[src/rtl/disp_cmd_pkg.sv]
package disp_cmd_pkg;

    // ========================================================
    // Command codes on the packet serial link (one byte)
    localparam logic [7:0] CODE_DIAG_RD   = 8'h0F;
    localparam logic [7:0] CODE_SLEEP_IN  = 8'h10;
    localparam logic [7:0] CODE_SLEEP_OUT = 8'h11;
    localparam logic [7:0] CODE_PARTIAL   = 8'h12;
    localparam logic [7:0] CODE_NORMAL    = 8'h13;
    localparam logic [7:0] CODE_INV_OFF   = 8'h20;
    localparam logic [7:0] CODE_INV_ON    = 8'h21;
    localparam logic [7:0] CODE_ALL_DARK  = 8'h22;
    // Low byte that a 16-bit command address must carry
    localparam logic [7:0] CODE_WIDE_LOW  = 8'h00;

    // ========================================================
    // Decoded operations
    typedef enum logic [3:0] {
        OP_NONE      = 4'b0000,
        OP_DIAG_RD   = 4'b0001,
        OP_SLEEP_IN  = 4'b0010,
        OP_SLEEP_OUT = 4'b0011,
        OP_PARTIAL   = 4'b0100,
        OP_NORMAL    = 4'b0101,
        OP_INV_OFF   = 4'b0110,
        OP_INV_ON    = 4'b0111,
        OP_ALL_DARK  = 4'b1000,
        OP_OTHER     = 4'b1001
    } cmd_op_t;

    // ========================================================
    // Register indices on the plain register port
    localparam logic [3:0] REG_MODE      = 4'h0;
    localparam logic [3:0] REG_DIAG      = 4'h1;
    localparam logic [3:0] REG_EXPECT    = 4'h2;
    localparam logic [3:0] REG_IRQ_STAT  = 4'h3;
    localparam logic [3:0] REG_IRQ_MASK  = 4'h4;
    localparam logic [3:0] REG_CTRL      = 4'h5;

    // Mode register fields
    localparam int MODE_SLEEP_BIT   = 0;
    localparam int MODE_PARTIAL_BIT = 1;
    localparam int MODE_INVERT_BIT  = 2;
    // Diagnostic byte: checksum mismatch flag
    localparam int DIAG_CSUM_BIT    = 0;
    // Control register: software reset
    localparam int CTRL_SRST_BIT    = 0;

    // Interrupt event bits
    localparam int IRQ_W            = 6;
    localparam int EV_SLEEP_IN      = 0;
    localparam int EV_SLEEP_OUT     = 1;
    localparam int EV_DISP_MODE     = 2;
    localparam int EV_INVERT        = 3;
    localparam int EV_ALL_DARK      = 4;
    localparam int EV_UNKNOWN       = 5;

    // ========================================================
    // Values after reset
    localparam logic             RST_SLEEP   = 1'b1;
    localparam logic             RST_PARTIAL = 1'b0;
    localparam logic             RST_INVERT  = 1'b0;
    localparam logic [7:0]       RST_DIAG    = 8'h00;
    localparam logic [7:0]       RST_EXPECT  = 8'h00;
    localparam logic [IRQ_W-1:0] RST_IRQ     = 6'h00;

endpackage : disp_cmd_pkg

[src/rtl/cmd_decode.sv]
`timescale 1ns/1ps
// ============================================================
// Command code to operation decoder
module cmd_decode
    import disp_cmd_pkg::*;
(
    input  wire logic        cmd_valid,
    input  wire logic        cmd_packet,
    input  wire logic [15:0] cmd_code,
    output disp_cmd_pkg::cmd_op_t op
);
    import disp_cmd_pkg::*;

    logic [7:0] opcode;
    logic       well_formed;

    // Wide addresses carry the opcode in the high byte
    always_comb begin
        opcode      = cmd_packet ? cmd_code[7:0] : cmd_code[15:8];
        well_formed = cmd_packet || (cmd_code[7:0] == CODE_WIDE_LOW);
        op          = OP_NONE;
        if (cmd_valid && !well_formed) begin
            op = OP_OTHER;
        end else if (cmd_valid) begin
            case (opcode)
                CODE_DIAG_RD:   op = OP_DIAG_RD;
                CODE_SLEEP_IN:  op = OP_SLEEP_IN;
                CODE_SLEEP_OUT: op = OP_SLEEP_OUT;
                CODE_PARTIAL:   op = OP_PARTIAL;
                CODE_NORMAL:    op = OP_NORMAL;
                CODE_INV_OFF:   op = OP_INV_OFF;
                CODE_INV_ON:    op = OP_INV_ON;
                CODE_ALL_DARK:  op = OP_ALL_DARK;
                default:        op = OP_OTHER;
            endcase
        end
    end

endmodule : cmd_decode

[src/rtl/display_mode_command_decoder.sv]
`timescale 1ns/1ps
module display_mode_command_decoder
    import disp_cmd_pkg::*;
(
    input  wire logic        clk,
    input  wire logic        rst_n,
    // Command port from the host interface logic
    input  wire logic        cmd_valid,
    input  wire logic        cmd_packet,
    input  wire logic [15:0] cmd_code,
    input  wire logic [7:0]  csum_calc,
    // Register port
    input  wire logic [3:0]  reg_addr,
    input  wire logic [7:0]  reg_wdata,
    input  wire logic        reg_wr,
    input  wire logic        reg_rd,
    output logic      [7:0]  reg_rdata,
    // Mode outputs toward the display path, diagnostic response and interrupt
    output logic             sleep_mode,
    output logic             partial_mode,
    output logic             invert_mode,
    output logic             all_dark_pulse,
    output logic             resp_valid,
    output logic      [7:0]  resp_data,
    output logic             irq
);
    import disp_cmd_pkg::*;

    // ========================================================
    // State record
    typedef struct packed {
        logic             sleep;
        logic             partial;
        logic             invert;
        logic [7:0]       diag;
        logic [7:0]       expect_sum;
        logic [IRQ_W-1:0] irq_stat;
        logic [IRQ_W-1:0] irq_mask;
        logic             irq;
        logic [7:0]       rdata;
        logic             dark;
        logic             resp_valid;
        logic [7:0]       resp_data;
    } state_t;

    state_t  s_q;
    state_t  s_d;
    cmd_op_t op;

    // ========================================================
    // Opcode decode
    cmd_decode u_decode (
        .cmd_valid  (cmd_valid),
        .cmd_packet (cmd_packet),
        .cmd_code   (cmd_code),
        .op         (op)
    );

    // ========================================================
    // Next-state logic
    logic             srst;
    logic [IRQ_W-1:0] ev;
    logic             stat_rd;

    always_comb begin
        s_d     = s_q;
        ev      = '0;
        srst    = reg_wr && (reg_addr == REG_CTRL)
                  && reg_wdata[CTRL_SRST_BIT];
        stat_rd = reg_rd && (reg_addr == REG_IRQ_STAT);

        // Single-cycle strobes drop unless re-raised below
        s_d.dark       = 1'b0;
        s_d.resp_valid = 1'b0;

        // Command side
        case (op)
            OP_SLEEP_IN: begin
                s_d.sleep = 1'b1;
                ev[EV_SLEEP_IN] = 1'b1;
            end
            OP_SLEEP_OUT: begin
                s_d.sleep = 1'b0;
                // Diagnosis runs as sleep is left
                s_d.diag  = 8'h00;
                s_d.diag[DIAG_CSUM_BIT] =
                    (csum_calc != s_q.expect_sum);
                ev[EV_SLEEP_OUT] = 1'b1;
            end
            OP_PARTIAL: begin
                // Already partial: a harmless no-op
                if (!s_q.partial) begin
                    s_d.partial = 1'b1;
                    ev[EV_DISP_MODE] = 1'b1;
                end
            end
            OP_NORMAL: begin
                if (s_q.partial) begin
                    s_d.partial = 1'b0;
                    ev[EV_DISP_MODE] = 1'b1;
                end
            end
            OP_INV_OFF: begin
                // Only the presentation flag moves
                if (s_q.invert) begin
                    s_d.invert = 1'b0;
                    ev[EV_INVERT] = 1'b1;
                end
            end
            OP_INV_ON: begin
                if (!s_q.invert) begin
                    s_d.invert = 1'b1;
                    ev[EV_INVERT] = 1'b1;
                end
            end
            OP_ALL_DARK: begin
                s_d.dark = 1'b1;
                ev[EV_ALL_DARK] = 1'b1;
            end
            OP_DIAG_RD: begin
                s_d.resp_valid = 1'b1;
                s_d.resp_data  = s_q.diag;
            end
            OP_OTHER: begin
                ev[EV_UNKNOWN] = 1'b1;
            end
            default: begin
            end
        endcase

        // Register writes
        if (reg_wr) begin
            case (reg_addr)
                REG_EXPECT:   s_d.expect_sum = reg_wdata;
                REG_IRQ_MASK: s_d.irq_mask   = reg_wdata[IRQ_W-1:0];
                default: begin
                end
            endcase
        end

        // Software reset returns mode state to defaults
        if (srst) begin
            s_d.sleep   = RST_SLEEP;
            s_d.partial = RST_PARTIAL;
            s_d.invert  = RST_INVERT;
            s_d.diag    = RST_DIAG;
            s_d.dark    = 1'b0;
        end

        // Read clears, but a same-cycle event still lands
        s_d.irq_stat = (stat_rd ? '0 : s_q.irq_stat) | ev;
        s_d.irq      = |(s_d.irq_stat & s_d.irq_mask);

        // Read data, one cycle after the strobe
        s_d.rdata = 8'h00;
        if (reg_rd) begin
            case (reg_addr)
                REG_MODE: begin
                    s_d.rdata[MODE_SLEEP_BIT]   = s_q.sleep;
                    s_d.rdata[MODE_PARTIAL_BIT] = s_q.partial;
                    s_d.rdata[MODE_INVERT_BIT]  = s_q.invert;
                end
                REG_DIAG:     s_d.rdata = s_q.diag;
                REG_EXPECT:   s_d.rdata = s_q.expect_sum;
                REG_IRQ_STAT: s_d.rdata = {2'b00, s_q.irq_stat};
                REG_IRQ_MASK: s_d.rdata = {2'b00, s_q.irq_mask};
                default:      s_d.rdata = 8'h00;
            endcase
        end
    end

    // ========================================================
    // State register
    always_ff @(posedge clk) begin
        if (!rst_n) begin
            s_q            <= '0;
            s_q.sleep      <= RST_SLEEP;
            s_q.partial    <= RST_PARTIAL;
            s_q.invert     <= RST_INVERT;
            s_q.diag       <= RST_DIAG;
            s_q.expect_sum <= RST_EXPECT;
            s_q.irq_stat   <= RST_IRQ;
            s_q.irq_mask   <= RST_IRQ;
        end else begin
            s_q <= s_d;
        end
    end

    // ========================================================
    // Outputs, all straight from the state register.
    // No frame memory port exists here; inversion is only a
    // flag consumed by the pixel path, so stored data is safe.
    assign sleep_mode     = s_q.sleep;
    assign partial_mode   = s_q.partial;
    assign invert_mode    = s_q.invert;
    assign all_dark_pulse = s_q.dark;
    assign resp_valid     = s_q.resp_valid;
    assign resp_data      = s_q.resp_data;
    assign reg_rdata      = s_q.rdata;
    assign irq            = s_q.irq;
endmodule : display_mode_command_decoder

[config.mk]
export PLATFORM = sky130hd
export DESIGN_NAME = display_mode_command_decoder
export DESIGN_NICKNAME = d
export VERILOG_FILES = /design/src/rtl/disp_cmd_pkg.sv /design/src/rtl/cmd_decode.sv /design/src/rtl/display_mode_command_decoder.sv
export SDC_FILE = /design/constraint.sdc
export NUM_CORES = 1
export LEC_CHECK = 0
export BUFFER_PORTS_ARGS = -buffer_cell sky130_fd_sc_hd__buf_4
export CAP_MARGIN = 20
export CORE_MARGIN = 1.5
export CORE_UTILIZATION = 45
export DETAILED_ROUTE_END_ITERATION = 6
export PLACE_DENSITY = 0.74
export SYNTH_ARGS = -nofsm -noshare
export SYNTH_HDL_FRONTEND = slang
export SYNTH_HIERARCHICAL = 1
export SYNTH_SLANG_ARGS = --single-unit
[constraint.sdc]
create_clock -name clk -period 2.4 [get_ports clk]
set_clock_uncertainty 0.05 [all_clocks]
set_input_delay 0.12 -clock clk [delete_from_list [all_inputs] [get_ports clk]]
set_output_delay 0.12 -clock clk [all_outputs]
set_load 0.005 [all_outputs]
==> results of run 1 <==
==> cells by family (layout without fill, tap and decap cells) <==
| family | Yosys count | after routing | synth area share |
|---|---|---|---|
| flip-flops | 36 | 36 | 0.343 |
| multiplexers | 14 | 14 | 0.0690 |
| other | 1 | 7 | 0.00178 |
| XOR/XNOR | 10 | 10 | 0.0416 |
| buffers and inverters | 31 | 83 | 0.102 |
| AND/OR/NAND/NOR | 97 | 97 | 0.271 |
| AO/OA/AOI/OAI | 50 | 50 | 0.171 |
==> area by class of cell <==
class | instances | area share
multi-input combinational | 178 | 0.457
sequential | 36 | 0.274
timing repair buffer | 72 | 0.205
clock buffer | 7 | 0.0328
tap | 52 | 0.0247
inverter | 3 | 0.00428
clock inverter | 1 | 0.00285
==> stage by stage <==
step                TNS [ps]  area (µm²)
floorplan                  0        2130
global placement       -11.1        2530
detailed placement      -156        2530
CTS                        0        2620
global route               0        2630
finish                     0        2630
==> flip-flops by register name, summed over array words and instances, names as in the netlist <==
name and count:
all_dark_pulse 1, invert_mode 1, irq 1, partial_mode 1, reg_rdata 8, resp_data 1, resp_valid 1, s_q 21
sleep_mode 1
==> critical path, delay by kind of cell <==
family                 cells  cell delay [ps]
multiplexers               2              460
AO/OA/AOI/OAI              3              480
AND/OR/NAND/NOR            3              470
buffers and inverters      5              760
==> cell usage in the layout, fill, tap and decap left out, types with 2 or more instances in the layout <==
master | Yosys | layout
a221oi_1 | 2 | 2
nand4b_1 | 2 | 2
buf_4 | 17 | 72
dfxtp_1 | 36 | 36
a22oi_1 | 5 | 5
a2bb2oi_1 | 4 | 4
nand2b_1 | 2 | 2
and2b_1 | 4 | 4
xor2_1 | 9 | 9
nor3b_1 | 4 | 4
inv_1 | 3 | 3
a21oi_1 | 7 | 7
conb_1 | 1 | 7
mux2i_1 | 13 | 13
nand3_1 | 12 | 12
o22ai_1 | 7 | 6
nor2_1 | 19 | 19
nor4_1 | 7 | 6
clkbuf_8 | 1 | 6
nor2b_1 | 10 | 10
and4_1 | 2 | 2
o21ai_0 | 4 | 4
nor3_1 | 6 | 6
a21boi_0 | 7 | 7
nand2_1 | 18 | 18
==> report_power, final <==
part / internal [mW] / switching [mW]
clock: 0.233 / 0.216
sequential: 0.606 / 0.00519
combinational: 0.106 / 0.0999
==> final timing paths <==
kind	depth (start not counted)	endpoint	slack [ps]
max	13	resp_data[0]	230
min	3	s_q[37]	40
max reg2reg	5	s_q[39]	820
min reg2reg	2	s_q[37]	440
==> what timing repair did <==
action	4_1_cts	5_1_grt
setup endpoints to repair	0	1
resized for setup	0	2
hold buffers	0	0
==> routing by layer <==
layer	global-route usage	share of wire	vias up
met3	0.0422	0.061	8
met2	0.300	0.45	61
met5	0	0	-
met1	0.286	0.48	872
met4	0.0629	0.013	0
li1	-	-	949
==> flow_summary.ini, run 1 <==
[floorplan]
num_rows = 24
start_util = 0.476
io_pins = 64
die-width_um = 71.4
die_h_um = 71.4
core-area_mm2 = 0.00441
dieArea_mm2 = 0.00509

[sta]
post-route-min-period_ps = 2170
hold_viol = 0
rsz0062_at_grt = no
tightest_slew_ps = 661
hold_slack_ps = 42.7
min_period_over_period = 0.903
setup_ws_ps = 233
slew_headroom = 0.555
max_freq_mhz = 461
slew_violations = 0
setup_viol = 0

[drt]
routed_wirelength_mm = 4.88
avgRoutedWirePerCell_um = 14.0
drt_iter0_markers = 174
via_per_inst = 5.42
antenna_left = 0
drc_errors = 0
drt_pass1_iterations = 4
vias = 1890

[setup_path]
cp-end-kind = register
cp-start-kind = input port
worstSetupPathType = in2reg
crit_start = cmd_packet
critPathArrivalTime_ps = 2300
crit_slowest_cell = mux2i_1
crit_required_ps = 2530
max_stage_delay_ps = 290
path_cells = buf_4 > buf_4 > mux2i_1 > or3_1 > a21o_1 > o31ai_2 > o31ai_1 > buf_4 > buf_4 > nor4b_1 > buf_4 > mux2i_1 > nor2b_1
worst_path_most_repeated_cell = buf_4
r2r_start = s_q[32]
worst-path-max-fanout = 10

[outcome]
status = completed

[placed_design]
post-place-ws_ps = -119
routabilityCongestion = 0.855
io_buffers = 56
dpl.cell_count = 341
place_hpwl_mm = 3.85

[clocking]
cts.sinks = 36
numCtsBuffers = 5
cts_root_buf = clkbuf_8
cts_tree = done
post-cts-setup-buffers = 0
clk_latency_ps = 290
clk_path_buf_depth = 2
cts.clk_slew.worst_paths_ps = 80
cts_max_level = 2

[yosys]
synth_cells = 239
synth_commonest_cells = dfxtp_1 (36), nor2_1 (19), nand2_1 (18)
ys.flop_type = dfxtp_1
synth_area_leaders = dfxtp_1 (34%), mux2i_1 (6.2%), buf_4 (6.1%)
yosys.area.top_type = dfxtp_1
netlist-cell-type-count = 55
synth_edf_count = 0
netlist_area_mm2 = 0.00210
ys_seq_area_frac = 0.343
yosysWarnings = 6
async_flop_share = 0
ys_ff_latch = 36
synth_most_common_cell = dfxtp_1
syn_avg_cell_area_um2 = 8.80
synth_top_area_share = 0.343

[cells_and_area]
final_util = 0.597
nNetsFinal = 338
n_antenna_cell = 0
finalNonFillerCells = 349
layout-drive-gt1-share = 0.300
ff_latch_area_um2 = 721
layout-area-overhead-vs-synth_pct = 25.2
nFillCells = 413
multi_input_area_mm2 = 0.00120

[power]
peakVddDrop_mv = 0.308
p_leak_nw = 1.16
power.total_mw = 1.27
p_per_area_mw_per_mm2 = 480

[run]
drv_cap = 0

[global_routing]
first_global_vias = 1766
grtUsageTotal = 0.199
overflow = 0
grt_antenna_before_repair = 0
grt_start_max_net_pins = 28
grt_pass1_wl_mm = 8.12

[min_path]
min_from = reg_wdata[6]
hp-class = in2reg
(Power assumes the default switching activity.)
==> inputs of run 2 (changes only) <==
- CELL_PAD_IN_SITES_DETAIL_PLACEMENT: default -> 0
- CELL_PAD_IN_SITES_GLOBAL_PLACEMENT: default -> 1
- CORE_UTILIZATION: 45 -> 38
- PLACE_DENSITY: 0.74 -> default
- PLACE_DENSITY_LB_ADDON: default -> 0.1
- clock period: 2.4 -> 2.35 ns (I/O delays scaled with it)
==> run 2 against run 1 <==
  * Clock power increased by 3%
  * Register-to-register slack got worse by 90 ps
  * Sequential power increased by 2%
  * Power increased by 3.0%
  * Hold slack improved by 7.9 ps
  * Setup slack improved by 18 ps
  * Routed wire length increased by 5.5%
  * Final cell count increased by 5.7%
  * Critical path type unchanged
  * Sequential share of layout area decreased by 0.47 points
  * Global-route usage decreased by 2.0 points
==> flow_summary.ini, run 2 (synthesis results as in run 1) <==
[drt]
drt_pass1_iterations = 4
via_per_inst = 5.10
routed_wirelength_mm = 5.15
drt_iter0_markers = 142
highest_layer = met4
vias = 1882
wl_met3_um = 298
wl_met1_mm = 2.36
drc_errors = 0
antenna_left = 0
avgRoutedWirePerCell_um = 14.0
wl_met2_mm = 2.38

[cells_and_area]
top_register = s_q
nFillCells = 529
nNetsFinal = 341
largest_reg_flops = 21
layout_common_cells = buf_4 (75), dfxtp_1 (36), nor2_1 (19), nand2_1 (18), mux2i_1 (13)
n_antenna_cell = 0
layout-area-overhead-vs-synth_pct = 27.4
final_common_cell = buf_4
layout-drive-gt1-share = 0.308

[global_routing]
grt_antenna_before_repair = 0
overflow = 0
first_global_vias = 1790
grt_start_max_net_pins = 28
grt_pass1_wl_mm = 8.42
grtUsageTotal = 0.180

[run]
drv_cap = 0

[clocking]
numCtsBuffers = 5
cts_hold_buf = 0
cts.clk_slew.worst_paths_ps = 60
clk_path_buf_depth = 2
cts_tree = done
cts_root_buf = clkbuf_8
clk_latency_ps = 280
cts_max_level = 2
cts.sinks = 36

[setup_path]
reg2regPathDepth = 5
cp_num_cells = 11
path_cells = buf_4 > buf_4 > mux2i_1 > or3_1 > a21o_1 > nor2_1 > nor2_1 > and3_1 > a21oi_1 > o22ai_1 > o31a_1
reg2reg_slack_ps = 730
crit_slowest_cell = or3_1
critPathTopFamily = simple AND/OR/NAND/NOR gates
worstSetupPathType = in2reg
worst-path-max-fanout = 11
endpoint = irq
crit_required_ps = 2480
path_buf_inv = 2
timing.rr.end = s_q[39]
cp-start-kind = input port
critPathArrivalTime_ps = 2230
max_stage_delay_ps = 370
crit_start = cmd_packet
cp-end-kind = register
r2r_start = s_q[32]

[sta]
hold_slack_ps = 50.6
slew_violations = 0
post-route-min-period_ps = 2100
min_period_over_period = 0.893
setup_viol = 0
rsz0062_at_grt = no
slew_headroom = 0.543
setup_ws_ps = 251
hold_viol = 0
setup_tns_ps = 0
tightest_slew_ps = 678
max_freq_mhz = 476

[floorplan]
core-area_mm2 = 0.00520
start_util = 0.404
io_pins = 64
die_h_um = 77.4
die-width_um = 77.4
num_rows = 26
dieArea_mm2 = 0.00599

[power]
p_leak_nw = 1.18
peakVddDrop_mv = 0.272
p_per_area_mw_per_mm2 = 486

[placed_design]
io_buffers = 56
routabilityCongestion = 0.817
post-place-ws_ps = -95.0
place_hpwl_mm = 4.15

[outcome]
status = completed

[min_path]
hp-class = in2reg
whs_path_depth = 3
[run 2: worst min-delay path: stages]
cell      delay [ps]
buf_4            110
nand3_1           50
a21boi_1          50
[run 2: layer usage]
layer	track usage	up-vias
li1	-	963
met5	0	-
met2	0.272	62
met4	0.0764	0
met3	0.0529	12
met1	0.237	845
[run 2: metrics by stage]
stage | utilization | total power [mW] | cell area, µm² | cells
2_1_floorplan | - | 0.757 | 2130 | 245
3_3_place_gp | 0.494 | 0.853 | 2570 | 362
3_5_place_dp | 0.494 | 0.851 | 2570 | 362
4_1_cts | 0.513 | 1.32 | 2670 | 369
5_1_grt | 0.515 | 1.37 | 2680 | 369
6_report | 0.515 | 1.30 | 2680 | 369
[run 2: worst min-delay path by stage]
stage | startpoint | end | slack [ps]
floorplan | reg_wdata[4] | s_q[35] | 210
global placement | reg_wdata[7] | s_q[38] | 350
detailed placement | reg_wdata[6] | s_q[37] | 350
CTS | reg_wdata[4] | s_q[35] | 40
global route | reg_wdata[4] | s_q[35] | 40
finish | reg_wdata[4] | s_q[35] | 50
[run 2: final cells by class]
type | instances | area [µm²] | area share
Sequential cell | 36 | 721 | 0.269
Clock buffer | 7 | 96.3 | 0.0359
Multi-Input combinational cell | 178 | 1200 | 0.448
Inverter | 3 | 11.3 | 0.00420
Tap cell | 70 | 87.6 | 0.0327
Timing Repair Buffer | 75 | 563 | 0.210
[run 2: timing repair]
| action | in CTS | in global routing |
|---|---|---|
| resized for setup | 0 | 2 |
| hold endpoints to repair | 0 | 0 |
| setup endpoints to repair | 0 | 1 |
| buffers inserted | 0 | 0 |
[run 2: power by group]
group | internal [mW] | switching, mW
registers | 0.619 | 0.00532
logic | 0.113 | 0.102
clock network | 0.261 | 0.204
total | 0.992 | 0.311
